==> src/adc_ctrl_map.vh <==
// Purpose: Register map, field positions, reset values and timing for the
//          converter power and output mode controller.
// Assumes: Byte addresses on a 32-bit Avalon-MM slave, reference clock in MHz.
// Notes:   Definitions only; included by its bare name.
`ifndef ADC_CTRL_MAP_VH
`define ADC_CTRL_MAP_VH

// ****************************************
// Register offsets (byte addresses)
// ****************************************
`define CTRL_OFS 4'h0
`define STATUS_OFS 4'h4

// ****************************************
// Control fields
// ****************************************
`define CTRL_STANDBY_BIT 0
`define CTRL_LOW_SWING_BIT 1
`define CTRL_DRIVE_BOOST_BIT 2
`define CTRL_TWOS_BIT 3
`define CTRL_CH_PD_LSB 4
`define CTRL_CH_PD_MSB 7
`define CTRL_RESET 8'h00

// ****************************************
// Status fields
// ****************************************
`define STAT_POWER_DOWN_BIT 0
`define STAT_STANDBY_BIT 1
`define STAT_AWAKE_BIT 2
`define STAT_FIFO_EMPTY_BIT 3
`define STAT_FIFO_FULL_BIT 4
`define STAT_LANES_LSB 8

// ****************************************
// Data format and timing
// ****************************************
`define SAMPLE_BITS 12
`define NUM_CHANNELS 4
`define HALF_WORD_BITS 6
`define REF_CLK_MHZ 100
`define STANDBY_WAKE_NS 600
`define POWER_DOWN_PIN_WAKE_US 375
`define STANDBY_WAKE_CYC ((`STANDBY_WAKE_NS * `REF_CLK_MHZ + 999) / 1000)
`define POWER_DOWN_PIN_WAKE_CYC (`POWER_DOWN_PIN_WAKE_US * `REF_CLK_MHZ)

`endif

==> src/adc_power_output_ctrl.v <==
// Purpose: Power state and output mode control of a four-channel
//          serial-output converter, with its lane serializers.
// Assumes: ref_clk_i at 100 MHz; sample clock, power-down and mode pins
//          arrive from outside and are synchronised here.
// Notes:   One bit per reference cycle; the sample period must exceed
//          twelve reference cycles.
//
// The address map and the Avalon-MM register port are this design's own decisions.
`timescale 1ns/100ps
`include "adc_ctrl_map.vh"

module adc_power_output_ctrl #(
   parameter POWER_DOWN_PIN_WAKE_CYCLES = `POWER_DOWN_PIN_WAKE_CYC
)(
   input wire ref_clk_i,
   input wire rst_i,
   input wire [3:0] avs_address_i,
   input wire avs_read_i,
   input wire avs_write_i,
   input wire [31:0] avs_writedata_i,
   input wire [3:0] avs_byteenable_i,
   output wire [31:0] avs_readdata_o,
   output wire avs_waitrequest_o,
   input wire power_down_pin_i,
   input wire serial_data_or_output_mode_pin_i,
   input wire sample_clk_i,
   input wire sample_valid_i,
   output wire sample_ready_o,
   input wire [47:0] sample_data_i,
   output wire [3:0] lane_o,
   output wire bit_clock_out_o,
   output wire word_frame_clock_out_o,
   output wire drivers_oe_o,
   output wire low_swing_o,
   output wire drive_boost_o,
   output wire reference_en_o,
   output wire ref_buffer_en_o,
   output wire pll_en_o,
   output wire bias_en_o,
   output wire [3:0] channel_en_o,
   output wire awake_o
);
   localparam ST_OFF = 2'b00;
   localparam ST_IDLE = 2'b01;
   localparam ST_SHIFT = 2'b10;
   localparam LAST_BIT_I = `SAMPLE_BITS - 1;
   localparam HALF_BIT_I = `HALF_WORD_BITS - 1;
   localparam STBY_WAKE_I = `STANDBY_WAKE_CYC;
   localparam [3:0] LAST_BIT = LAST_BIT_I[3:0];
   localparam [3:0] HALF_BIT = HALF_BIT_I[3:0];
   localparam [15:0] STBY_WAKE = STBY_WAKE_I[15:0];
   localparam [15:0] PD_WAKE = POWER_DOWN_PIN_WAKE_CYCLES[15:0];

   // ****************************************
   // Pin synchronisers
   // ****************************************
   reg pd_s1_q;
   reg pd_s2_q;
   reg mode_s1_q;
   reg mode_s2_q;
   reg sclk_s1_q;
   reg sclk_s2_q;
   reg sclk_prev_q;

   always @(posedge ref_clk_i or posedge rst_i)
   begin
      if (rst_i)
      begin
         pd_s1_q <= 1'b0;
         pd_s2_q <= 1'b0;
         mode_s1_q <= 1'b0;
         mode_s2_q <= 1'b0;
         sclk_s1_q <= 1'b0;
         sclk_s2_q <= 1'b0;
         sclk_prev_q <= 1'b0;
      end
      else
      begin
         pd_s1_q <= power_down_pin_i;
         pd_s2_q <= pd_s1_q;
         mode_s1_q <= serial_data_or_output_mode_pin_i;
         mode_s2_q <= mode_s1_q;
         sclk_s1_q <= sample_clk_i;
         sclk_s2_q <= sclk_s1_q;
         sclk_prev_q <= sclk_s2_q;
      end
   end

   wire full_pd = pd_s2_q;
   wire sample_edge = sclk_s2_q & ~sclk_prev_q;

   // ****************************************
   // Register slave
   // ****************************************
   reg [7:0] ctrl_q;
   reg ack_q;
   reg [31:0] rdata_q;
   reg [15:0] wake_cnt_q;
   wire fifo_empty;
   wire fifo_full;
   wire req = avs_read_i | avs_write_i;
   wire standby = ctrl_q[`CTRL_STANDBY_BIT];
   wire [3:0] ch_pd = ctrl_q[`CTRL_CH_PD_MSB:`CTRL_CH_PD_LSB];
   wire [31:0] status;

   assign avs_waitrequest_o = req & ~ack_q;
   assign avs_readdata_o = rdata_q;
   assign awake_o = (wake_cnt_q == 16'h0000) & ~full_pd & ~standby;
   assign status = {20'h00000, channel_en_o, 3'b000, fifo_full, fifo_empty,
                    awake_o, standby, full_pd};

   always @(posedge ref_clk_i or posedge rst_i)
   begin
      if (rst_i)
      begin
         ctrl_q <= `CTRL_RESET;
         ack_q <= 1'b0;
         rdata_q <= 32'h00000000;
      end
      else
      begin
         // One wait cycle, then the answer at the next edge
         ack_q <= req & ~ack_q;
         if (req & ~ack_q)
         begin
            if (avs_address_i == `CTRL_OFS)
               rdata_q <= {24'h000000, ctrl_q};
            else if (avs_address_i == `STATUS_OFS)
               rdata_q <= status;
            else
               rdata_q <= 32'h00000000;
         end
         if (avs_write_i & ack_q & avs_byteenable_i[0] & (avs_address_i == `CTRL_OFS))
            ctrl_q <= avs_writedata_i[7:0];
      end
   end

   // ****************************************
   // Power control and wake timer
   // ****************************************
   assign reference_en_o = ~full_pd & ~standby;
   assign ref_buffer_en_o = ~full_pd & ~standby;
   assign bias_en_o = ~full_pd & ~standby;
   assign pll_en_o = ~full_pd;
   assign channel_en_o = ~ch_pd & {4{~full_pd & ~standby}};
   assign drivers_oe_o = ~full_pd;
   assign low_swing_o = ctrl_q[`CTRL_LOW_SWING_BIT] | mode_s2_q;
   assign drive_boost_o = ctrl_q[`CTRL_DRIVE_BOOST_BIT];

   // Recovery time after power-down is the worst case; software may wait less
   // Count is held full while asleep, so awake_o cannot flash high
   // in the cycle at which the sleep condition ends
   always @(posedge ref_clk_i or posedge rst_i)
   begin
      if (rst_i)
      begin
         wake_cnt_q <= 16'h0000;
      end
      else
      begin
         if (full_pd)
            wake_cnt_q <= PD_WAKE;
         else if (standby & (wake_cnt_q <= STBY_WAKE))
            wake_cnt_q <= STBY_WAKE;
         else if (wake_cnt_q != 16'h0000)
            wake_cnt_q <= wake_cnt_q - 16'h0001;
      end
   end

   // ****************************************
   // Sample buffer
   // ****************************************
   wire fifo_valid;
   wire [47:0] fifo_data;
   reg [1:0] state_q;
   reg [1:0] state_d;
   reg [3:0] bit_cnt_q;
   wire load = (state_q == ST_IDLE) & sample_edge & fifo_valid;
   wire shift = (state_q == ST_SHIFT) & (bit_cnt_q != LAST_BIT);

   sample_fifo #(
      .WIDTH(48),
      .DEPTH(16),
      .AW(4)
   ) u_fifo (
      .clk_i(ref_clk_i),
      .rst_i(rst_i),
      .in_valid_i(sample_valid_i),
      .in_ready_o(sample_ready_o),
      .in_data_i(sample_data_i),
      .out_valid_o(fifo_valid),
      .out_ready_i(load),
      .out_data_o(fifo_data),
      .empty_o(fifo_empty),
      .full_o(fifo_full)
   );

   // ****************************************
   // Word sequencer
   // ****************************************
   always @*
   begin
      state_d = state_q;
      case (state_q)
         ST_OFF:
            if (~full_pd & ~standby)
               state_d = ST_IDLE;
         ST_IDLE:
            if (full_pd | standby)
               state_d = ST_OFF;
            else if (load)
               state_d = ST_SHIFT;
         ST_SHIFT:
            if (full_pd | standby)
               state_d = ST_OFF;
            else if (bit_cnt_q == LAST_BIT)
               state_d = ST_IDLE;
         default:
            state_d = ST_OFF;
      endcase
   end

   reg frame_q;
   reg bitclk_q;

   always @(posedge ref_clk_i or posedge rst_i)
   begin
      if (rst_i)
      begin
         state_q <= ST_OFF;
         bit_cnt_q <= 4'h0;
         frame_q <= 1'b0;
         bitclk_q <= 1'b0;
      end
      else
      begin
         state_q <= state_d;
         if (state_d == ST_OFF)
         begin
            bit_cnt_q <= 4'h0;
            frame_q <= 1'b0;
            bitclk_q <= 1'b0;
         end
         else if (load)
         begin
            bit_cnt_q <= 4'h0;
            frame_q <= 1'b1;
            bitclk_q <= ~bitclk_q;
         end
         else if (shift)
         begin
            bit_cnt_q <= bit_cnt_q + 4'h1;
            // Twelve toggles per word give six bit-clock periods
            bitclk_q <= ~bitclk_q;
            if (bit_cnt_q == HALF_BIT)
               frame_q <= 1'b0;
         end
      end
   end

   assign bit_clock_out_o = bitclk_q;
   assign word_frame_clock_out_o = frame_q;

   // ****************************************
   // Lanes
   // ****************************************
   wire twos = ctrl_q[`CTRL_TWOS_BIT];

   genvar ch;
   generate
      for (ch = 0; ch < `NUM_CHANNELS; ch = ch + 1)
      begin : g_lane
         // Offset binary 2048 is zero; flipping the MSB gives twos complement
         wire [11:0] word = fifo_data[ch*12 +: 12] ^ {twos, 11'h000};
         lane_serializer #(
            .WIDTH(`SAMPLE_BITS)
         ) u_ser (
            .clk_i(ref_clk_i),
            .rst_i(rst_i),
            .enable_i(channel_en_o[ch]),
            .load_i(load),
            .shift_i(shift),
            .word_i(word),
            .lane_o(lane_o[ch])
         );
      end
   endgenerate
endmodule

==> src/lane_serializer.v <==
// Purpose: Shifts one channel's sample word out MSB first on its lane.
// Assumes: load_i and shift_i come from the word sequencer.
// Notes:   A disabled lane is held low.
`timescale 1ns/100ps
module lane_serializer #(
   parameter WIDTH = 12
)(
   input wire clk_i,
   input wire rst_i,
   input wire enable_i,
   input wire load_i,
   input wire shift_i,
   input wire [WIDTH-1:0] word_i,
   output wire lane_o
);
   reg [WIDTH-1:0] shreg_q;

   assign lane_o = shreg_q[WIDTH-1];

   always @(posedge clk_i or posedge rst_i)
   begin
      if (rst_i)
         shreg_q <= {WIDTH{1'b0}};
      else if (!enable_i)
         shreg_q <= {WIDTH{1'b0}};
      else if (load_i)
         shreg_q <= word_i;
      else if (shift_i)
         shreg_q <= {shreg_q[WIDTH-2:0], 1'b0};
   end
endmodule

==> src/sample_fifo.v <==
// Purpose: Synchronous FIFO holding converted sample words ahead of the lanes.
// Assumes: One clock; pop only while out_valid_o is high.
// Notes:   Read data come from a register, so valid drops for one cycle
//          after each pop while the next word is fetched.
`timescale 1ns/100ps
module sample_fifo #(
   parameter WIDTH = 48,
   parameter DEPTH = 16,
   parameter AW = 4
)(
   input wire clk_i,
   input wire rst_i,
   input wire in_valid_i,
   output wire in_ready_o,
   input wire [WIDTH-1:0] in_data_i,
   output wire out_valid_o,
   input wire out_ready_i,
   output wire [WIDTH-1:0] out_data_o,
   output wire empty_o,
   output wire full_o
);
   reg [WIDTH-1:0] mem [0:DEPTH-1];
   reg [WIDTH-1:0] rd_data_q;
   reg [AW-1:0] wr_ptr_q;
   reg [AW-1:0] rd_ptr_q;
   reg [AW:0] count_q;
   reg stale_q;
   wire push;
   wire pop;

   assign full_o = (count_q == DEPTH[AW:0]);
   assign empty_o = (count_q == {(AW+1){1'b0}});
   assign in_ready_o = ~full_o;
   assign out_valid_o = ~empty_o & ~stale_q;
   assign out_data_o = rd_data_q;
   assign push = in_valid_i & in_ready_o;
   assign pop = out_valid_o & out_ready_i;

   always @(posedge clk_i)
   begin
      if (push)
         mem[wr_ptr_q] <= in_data_i;
      rd_data_q <= mem[rd_ptr_q];
   end

   always @(posedge clk_i or posedge rst_i)
   begin
      if (rst_i)
      begin
         wr_ptr_q <= {AW{1'b0}};
         rd_ptr_q <= {AW{1'b0}};
         count_q <= {(AW+1){1'b0}};
         stale_q <= 1'b1;
      end
      else
      begin
         // Word fetched from memory needs one edge to reach the register
         stale_q <= pop | empty_o;
         if (push)
            wr_ptr_q <= wr_ptr_q + 1'b1;
         if (pop)
            rd_ptr_q <= rd_ptr_q + 1'b1;
         if (push & ~pop)
            count_q <= count_q + 1'b1;
         else if (pop & ~push)
            count_q <= count_q - 1'b1;
      end
   end
endmodule

==> config.mk <==
export PLATFORM = sky130hd
export DESIGN_NAME = adc_power_output_ctrl
export DESIGN_NICKNAME = d
export VERILOG_FILES = /design/src/adc_power_output_ctrl.v /design/src/lane_serializer.v /design/src/sample_fifo.v
export VERILOG_INCLUDE_DIRS = /design/src
export SDC_FILE = /design/constraint.sdc
export NUM_CORES = 1
export LEC_CHECK = 0
export BUFFER_PORTS_ARGS = -buffer_cell sky130_fd_sc_hd__buf_4
export CAP_MARGIN = 20
export CORE_ASPECT_RATIO = 0.6
export CORE_MARGIN = 2
export CORE_UTILIZATION = 35
export CTS_CLUSTER_DIAMETER = 150
export DETAILED_ROUTE_END_ITERATION = 16
export GPL_TIMING_DRIVEN = 0
export PLACE_DENSITY = 0.59
export SLEW_MARGIN = 20
export SYNTH_ARGS = -nofsm -noshare
export SYNTH_HDL_FRONTEND = slang
export SYNTH_SLANG_ARGS = --single-unit
==> constraint.sdc <==
create_clock -name ref_clk_i -period 4.92 [get_ports ref_clk_i]
set_clock_uncertainty 0.2 [all_clocks]
set_input_delay 0.984 -clock ref_clk_i [delete_from_list [all_inputs] [get_ports ref_clk_i]]
set_output_delay 0.984 -clock ref_clk_i [all_outputs]
set_load 0.005 [all_outputs]
After elaboration in Yosys (flattened, before gate mapping):

Memories as Yosys holds them, arrays and structs flattened. A register that Yosys moved wholly into a read port is not among the register bits.
Index checks and enable logic that the tools add are counted.

* add/sub/neg operators: 6
* $mul: 0
* div/mod/pow operators: 0
* order comparisons: 1
* eq/ne operators: 11
* shift-type cells: 0
* mux-type cells: 37
* bitwise gates (word level): 37
* reductions and logical operators: 11

Operator list (number)
* 12-bit 2-to-1 mux: 14
* 16-bit 2-to-1 mux: 3
* 12-bit bitwise XOR: 4
* 1-bit AND: 17
* 16-bit by 6-bit <= comparator with 1-bit output, second input constant: 1
* 16-bit logical NOT: 1
* 16-bit nonzero test: 1
* 16-bit by 1-bit subtractor with 16-bit output, second input constant: 1
* 4-bit by 1-bit adder with 4-bit output, second input constant: 3
* 4-bit 2-to-1 mux: 3
* 3-bit by 1-bit inequality test with 1-bit output, second input constant: 4
* 2-bit 2-to-1 mux: 5
* 5-bit 2-to-1 mux: 2
* 1-bit NOT: 10
* 1-bit 2-to-1 mux: 9
* 3-bit nonzero test: 3
* 4-bit by 3-bit equality test with 1-bit output, second input constant: 2
* 2-bit one-hot mux with 3 select lines: 1
* 5-bit by 1-bit adder with 5-bit output, second input constant: 1
* 5-bit equality test, second input constant: 1
* 5-bit logical NOT: 1
* 5-bit by 1-bit subtractor with 5-bit output, second input constant: 1
* 4-bit AND: 1
* 4-bit equality test, second input constant: 1
* 9 further kinds: 13

* flip-flop bits (word level): 134
* bits in latches: 0
* bits in writable memories: 768
* bits in read-only memories: 0
* input bits: 96
* logic and storage cells: 127
* memories kept: 1

Memories
* u_fifo.mem: words 16, bits a word 48, rd ports 1, clocked after Yosys merged registers in 1, write ports 1, line sample_fifo.v:22 `reg [WIDTH-1:0] mem [0:DEPTH-1];`

Depth between registers and ports, before layout:

Gate-level depths: netlist of the first run.

* depth in word-level cells: 10
* gate-level depth with buffers: 13
* depth with buffers taken out: 12

Cells and area by module:

A second synthesis of the first run with hierarchy kept.

* cells, all modules: 1787
* area, all modules: 35768.1 um2

By module, submodules not included
* sample_fifo: instances 1, cells each 1317, area each 30501.8 um2, sequential area each 24374.6 um2
* adc_power_output_ctrl: instances 1, cells each 258, area each 2648.8 um2, sequential area each 1301.2 um2
* lane_serializer: instances 4, cells each 53, area each 654.4 um2, sequential area each 300.3 um2

Least setup slack after synthesis of the first run:

No wires, ideal clock.

* path kind: input to register
* from: input sample_valid_i
* to: memory u_fifo.mem[3][0], enable pin
* library setup time: 513 ps
* arrival: 4809 ps
* slack: -602 ps
* stages on the path: 4
* path through: and2_1 > clkbuf_1 > nand2_1 > nor3_1

* longest elaborated chain between the ends: 3

RTL lines
* start: declaration: line adc_power_output_ctrl.v:27 `input wire sample_valid_i,`
* 1-bit AND: line sample_fifo.v:36 `assign push = in_valid_i & in_ready_o;`
* net u_fifo.push: line sample_fifo.v:28 `wire push;`
* 1-bit 2-to-1 mux: line sample_fifo.v:41 `if (push)`
* 1-bit 2-to-1 mux (not written as such): line sample_fifo.v:42 `mem[wr_ptr_q] <= in_data_i;`
* end: declaration: line sample_fifo.v:22

The timed path passes the listed nets, and every way through them passes these cells.

Worst setup path after layout of the first run:

* from: register u_fifo.count_q[0]
* to: register u_fifo.count_q[4]

* longest elaborated chain between the ends: 8
* elaborated cells on any way between the ends: 17

RTL lines
* start: declaration: line sample_fifo.v:26 `reg [AW:0] count_q;`
* start signal: assignment: line sample_fifo.v:52 `count_q <= {(AW+1){1'b0}};`
* start signal: assignment: line sample_fifo.v:64 `count_q <= count_q + 1'b1;`
* start signal: assignment: line sample_fifo.v:66 `count_q <= count_q - 1'b1;`
* 5-bit logical NOT: line sample_fifo.v:32 `assign empty_o = (count_q == {(AW+1){1'b0}});`
* 1-bit NOT: line sample_fifo.v:34 `assign out_valid_o = ~empty_o & ~stale_q;`
* 1-bit AND: line sample_fifo.v:34
* 1-bit AND: line adc_power_output_ctrl.v:178 `wire load = (state_q == ST_IDLE) & sample_edge & fifo_valid;`
* 1-bit AND: line sample_fifo.v:37 `assign pop = out_valid_o & out_ready_i;`
* 1-bit NOT: line sample_fifo.v:63 `if (push & ~pop)`
* 1-bit AND: line sample_fifo.v:63
* 5-bit 2-to-1 mux or 2-bit nonzero test (tied branches)

Several ways; a longest one is shown, not always the timed one. The select of a mux whose other input is x is not followed.
A chain may end at the register's enable or synchronous reset.

==> qor.yml, run 1 <==
yosys.area.top_type: "edfxtp_1"
yosysWarningCount: 0
portBuffers: 99
netlist_area_um2: 35400
cts_sinks: 930
slew_headroom_pct: 30.1
cts_tree: "yes"
num_rows: 90
die_x_um: 415
max_freq_mhz: 241
rsz0062_at_grt: "no"
wl_per_cell_um: 25.6
vdd_drop_max_mv: 0.301
r2r_setup_slack_ps: 770
outcome: "completed"
yosys_register_bits: 930
finalHoldViolations: 0
clk_latency_ps: 650
hold_buffers: 0
root_buffer: "clkbuf_16"
die-area_um2: 104000
grtUsageMet1_pct: 25.4
drc_errors: 0
pre_cts_ws_ps: 801
synth-seq-area-share_pct: 76.0
cts_setup_buffers: 0
routed_via_density: 5.27
syn_inst: 1729
synth_area_leaders: "edfxtp_1 65%, mux4_2 15%, dfrtp_1 8.0%"
cts_resized: 0
syn-mean-instance-area_um2: 20.5
antenna_found_initial: 6
critPathLaunch: "u_fifo.count_q[0]"
start_util_pct: 35.3
postSynth.asyncResetShare_pct: 12.3
grt_max_degree: 73
leakagePower_nw: 13.8
maxCapViolations: 0
firstDrtPassIters: 6
gr-usage-met3_pct: 4.03
crit_type: "flop to flop"
antenna_cells: 0
tightest_slew_ps: 1050
fillers: 8662
ys_types: 57
worst_slack_ps: 772
overflow: 0
worstReg2RegStart: "u_fifo.count_q[0]"
dpl.hpwl_um: 57700
synthMostInstantiatedCell: "edfxtp_1"
cts_buffers: 79
ant_nets: 0
critPathCaptureType: "flop"
vias: 17900
ctsHtreeMaxLevel: 3
hp-class: "input port to asynchronous set/reset pin"
finalCriticalPeriod_ps: 4150
grt.total_usage_pct: 16.7
synthFlopType: "edfxtp_1"
drive_gt1_share_pct: 30.0
finalSetupViolCount: 0
grt_busiest_layer: "met1"
first_global_vias: 18100
synth-edff-count: 768
critPathLaunchType: "flop"
crit_fanout: 10
routabilityCongestion: 0.774
timing.hold.ws_ps: 156
finalCritPeriodShare_pct: 84.3
required_ps: 5240
critPathArrivalTime_ps: 4470
cts_buffer_depth: 3
grt_use_met2_pct: 24.3
drt_iter0_drc: 2154
pin_count: 148
power_density_nw_per_um2: 519
path_clk_slew_ps: 60
syn_to_final_growth_pct: 18.0
fin_nets: 2097
finalSetupTns_ps: 0
core-area_um2: 100000
synthTopCellsByCount: "768 x edfxtp_1, 240 x mux4_2, 136 x nand2_1"
grt_pass1_wl_um: 125000
wl_um: 86700
maxSlewViolCount: 0
synth.top_cell.area_share_pct: 65.2
die_y_um: 250
-- critical path, cell delays in order (launching register included) --
cell and delay [ps]:
dfrtp_1 440, or4_1 570, nor2_1 190, nor2_2 210, inv_2 230, clkbuf_1 650
ha_1 320, inv_1 120, fa_1 420, a21o_1 170, a21oi_1 170, xnor2_1 130
nor2_1 60, xor2_1 150
-- power breakdown --
part	switching [mW]	leakage (nW)	total (mW)	internal, mW
registers	0.303	8.82	9.82	9.51
logic	3.02	3.68	5.62	2.60
clock network	2.87	1.26	6.24	3.38
total	6.19	13.8	21.7	15.5
-- registers in the layout, summed over array words and instances, names as in the netlist, 5 cells and up --
name	flops
ctrl_q	8
u_fifo.out_data_o	48
u_fifo.mem	768
avs_readdata_o	12
u_fifo.count_q	5
wake_cnt_q	16
g_lane.u_ser.shreg_q	48
-- layout by cell type (no fill, tap or decap), types with 10 or more instances in the layout --
| master | netlist | layout |
|---|---|---|
| nor2_1 | 75 | 62 |
| mux4_2 | 240 | 240 |
| buf_16 | 0 | 13 |
| a311oi_1 | 44 | 44 |
| clkinv_2 | 0 | 10 |
| clkbuf_8 | 0 | 15 |
| buf_8 | 0 | 16 |
| dfrtp_1 | 113 | 113 |
| buf_12 | 0 | 25 |
| conb_1 | 1 | 20 |
| buf_2 | 13 | 14 |
| dfxtp_1 | 48 | 48 |
| nor2_4 | 0 | 12 |
| xor2_1 | 14 | 14 |
| edfxtp_1 | 768 | 768 |
| nand2_1 | 136 | 136 |
| inv_1 | 15 | 14 |
| ha_1 | 13 | 13 |
| xnor2_1 | 12 | 12 |
| clkbuf_16 | 0 | 82 |
| clkbuf_1 | 66 | 79 |
| o21ai_0 | 26 | 26 |
| a21oi_1 | 12 | 12 |
| buf_4 | 31 | 130 |
-- final timing paths --
path,end,cells past startpoint
worst min-delay path,wake_cnt_q[10],2
worst min register to register,sclk_s2_q,0
worst max register to register,u_fifo.count_q[4],13
min in group ref_clk_i,sclk_s2_q,0
worst max-delay path,u_fifo.count_q[4],13
max in group asynchronous,g_lane[1].u_ser.shreg_q[8],3
-- kinds of logic (layout without fill, tap and decap cells) --
group                      after synthesis  after routing  share of synthesized area (%)
AOI/OAI and AO/OA                       95             95                           1.92
other                                    1             20                         0.0106
and+or+nand+nor                        269            269                           3.34
muxes                                  255            255                           15.7
buffers and inverters                  139            444                           1.90
DFF                                    930            930                           76.0
xor gates and xnor gates                26             26                          0.644
adders and majority gates               14             14                          0.516
-- area by class of cell --
cell class / count / area [um^2] / share of cell area [%]
buffer: 122 / 618 / 1.48
timing repair buffer: 158 / 1900 / 4.55
inverter: 17 / 68.8 / 0.165
clock buffer: 117 / 2330 / 5.59
sequential: 930 / 26900 / 64.4
tap: 1334 / 1670 / 4.00
clock inverter: 30 / 244 / 0.584
multi-input combinational: 679 / 8050 / 19.3
-- through the flow --
step                      instance area [um^2]  utilization (%)  std cells  total power, mW
after floorplan                          35500                -       1748             13.4
after global placement                   37900             37.8       3181             15.3
after detailed placement                 39200             39.0       3240             15.6
after CTS                                41800             41.6       3387             21.9
after global routing                     41800             41.6       3387             22.5
final                                    41800             41.6       3387             21.7
-- metal layers --
metal	part of all wire (%)	routed length, um
met5	0.052	45
met4	1.6	1400
met3	8.6	7440
met2	44	37800
met1	46	40000
No activity file was read; power rests on OpenSTA's default activity.
==> inputs of run 2 (changes only) <==
Settings changed: ABC_AREA from default to 1.
Clock period 4.92 ns to 3.3 ns, I/O delays scaled along.
==> qor.yml, run 2 <==
first_global_vias: 23600
cts_buffers: 84
die_x_um: 424
synthTopCellsByCount: "768 x edfxtp_1, 602 x nor2_1, 407 x nand2_1"
pin_count: 148
synth-edff-count: 768
syn-mean-instance-area_um2: 12.0
num_rows: 92
start_util_pct: 35.3
outcome: "completed"
slew_headroom_pct: 17.8
timing.hold.ws_ps: 68.4
routed_via_density: 5.32
pre_cts_ws_ps: 102
path_clk_slew_ps: 70
finalHoldViolations: 0
hp-class: "input port to flop"
synth.top_cell.area_share_pct: 62.4
cts_tree: "yes"
leakagePower_nw: 15.5
yosysWarningCount: 0
yosys_register_bits: 930
ys_types: 37
firstDrtPassIters: 6
portBuffers: 100
drt_iter0_drc: 3888
syn_to_final_growth_pct: 18.8
power_density_nw_per_um2: 776
rsz0062_at_grt: "yes"
crit_fanout: 6
root_buffer: "clkbuf_16"
ant_nets: 0
cts_sinks: 930
maxCapViolations: 0
drc_errors: 0
wl_per_cell_um: 24.3
critPathCaptureType: "output pin"
fin_nets: 3454
clk_latency_ps: 700
final_area_um2: 43900
syn_inst: 3079
antenna_found_initial: 4
placed_area_um2: 40800
synth-seq-area-share_pct: 72.7
worst_slack_ps: 4.18
crit_type: "flop to output pin"
vias: 25700
drive_gt1_share_pct: 12.0
tightest_slew_ps: 1230
wl_um: 117000
cts_setup_buffers: 0
finalSetupViolCount: 0
ctsHtreeMaxLevel: 3
grt.total_usage_pct: 21.3
die_y_um: 256
overflow: 0
synth_area_leaders: "edfxtp_1 62%, dfrtp_1 7.6%, nor2_1 6.1%"
maxSlewViolCount: 0
vdd_drop_max_mv: 0.454
max_freq_mhz: 303
final_common_cell: "edfxtp_1"
routabilityCongestion: 0.835
grt_max_degree: 31
cts_buffer_depth: 3
finalCriticalPeriod_ps: 3300
top_register: "u_fifo.mem"
critPathArrivalTime_ps: 2440
netlist_area_um2: 37000
critPathLaunchType: "flop"
synthFlopType: "edfxtp_1"
required_ps: 2440
yosys.area.top_type: "edfxtp_1"
dpl.hpwl_um: 80000
die-area_um2: 108000
synthMostInstantiatedCell: "edfxtp_1"
largest_register_ffs: 768
core-area_um2: 105000
postSynth.asyncResetShare_pct: 12.3
most-common-layout-cells: "768 x edfxtp_1, 583 x nor2_1, 407 x nand2_1"
finalCritPeriodShare_pct: 99.9
grt_pass1_wl_um: 168000
==> run 2: cell types whose count changed after synthesis, moves of 22 or more <==
| cell | delta |
|---|---|
| nor2_1 | +527 |
| o21ai_0 | +378 |
| a21oi_1 | +24 |
| buf_4 | +22 |
| nand3_1 | +126 |
| mux4_2 | -240 |
| buf_2 | +30 |
| o211ai_1 | +195 |
| nand2_1 | +271 |
| clkbuf_1 | +25 |
| inv_1 | +69 |
| a311oi_1 | -44 |
==> run 2: timing repair <==
action,in CTS,in global routing
gates cloned,0,0
endpoints found under the hold margin,42,0
endpoints found under the setup margin,2,5
hold buffers,12,0
resized for setup,2,5
==> run 2: power by group <==
group,total (mW),switching [mW],internal (mW)
Clock,10.7,4.71,5.98
Combinational,8.91,6.56,2.36
Sequential,14.5,0.372,14.1
Total,34.1,11.6,22.4
==> run 2: kinds of logic (layout without fill, tap and decap cells) <==
| logic type | count (synthesis) | in the layout | share of synthesized area (%) |
|---|---|---|---|
| buffers and inverters | 304 | 622 | 3.83 |
| AND/OR/NAND/NOR | 1160 | 1160 | 12.3 |
| multiplexers | 1 | 1 | 0.0271 |
| other | 1 | 21 | 0.0101 |
| AO/OA/AOI/OAI | 653 | 653 | 10.2 |
| adder cells (fa/ha/maj) | 14 | 14 | 0.494 |
| flip-flops | 930 | 930 | 72.7 |
| XOR/XNOR | 16 | 16 | 0.379 |
==> run 2: cell type report <==
class | instances | area, um^2
clock inverters | 49 | 772
multi-input cells | 1864 | 8870
clock buffers | 109 | 2230
flip-flops and latches | 930 | 26900
repair buffers | 160 | 1970
plain buffers | 213 | 1090
diodes | 1 | 2.50
fillers | 9800 | 61000
well taps | 1410 | 1760
inverters | 91 | 345
==> run 2: per-stage QoR <==
stage          power (mW)  TNS (ps)  utilization [%]  std cells
2_1_floorplan        19.2   -171830                -       3098
3_3_place_gp         22.9  -2029030             37.7       4608
3_5_place_dp         23.4         0             38.9       4656
4_1_cts              34.0         0             41.9       4826
5_1_grt              35.4      -124             41.9       4826
6_report             34.1         0             41.9       4827
==> run 2: critical path, stage by stage (launching register included) <==
cell and delay [ps]:
dfrtp_1 410, nor2_2 370, inv_1 140, nor2_1 510, buf_4 210, buf_4 100
==> run 2: layer usage <==
metal  part of all wire [%]  track usage [%]  vias to the layer above
met2                     41             29.6                     1452
met5                      0                0                        -
met1                     45             33.4                    12700
met4                    1.3             3.71                        0
met3                     13             5.66                      120
li1                       -                -                    11400
==> run 2: worst paths after layout <==
check / start / end / slack (ps) / cells after the start
worst max-delay path: ctrl_q[0] / channel_en_o[1] / 4 / 5
worst min-delay path: sample_data_i[18] / u_fifo.mem[9][18] / 70 / 1
worst max register to register: u_fifo.rd_ptr_q[0] / u_fifo.out_data_o[36] / 90 / 6
worst min register to register: sclk_s1_q / sclk_s2_q / 150 / 0
max in group asynchronous: rst_i / u_fifo.stale_q / 1410 / 7
min in group asynchronous: rst_i / g_lane[0].u_ser.shreg_q[4] / 260 / 3
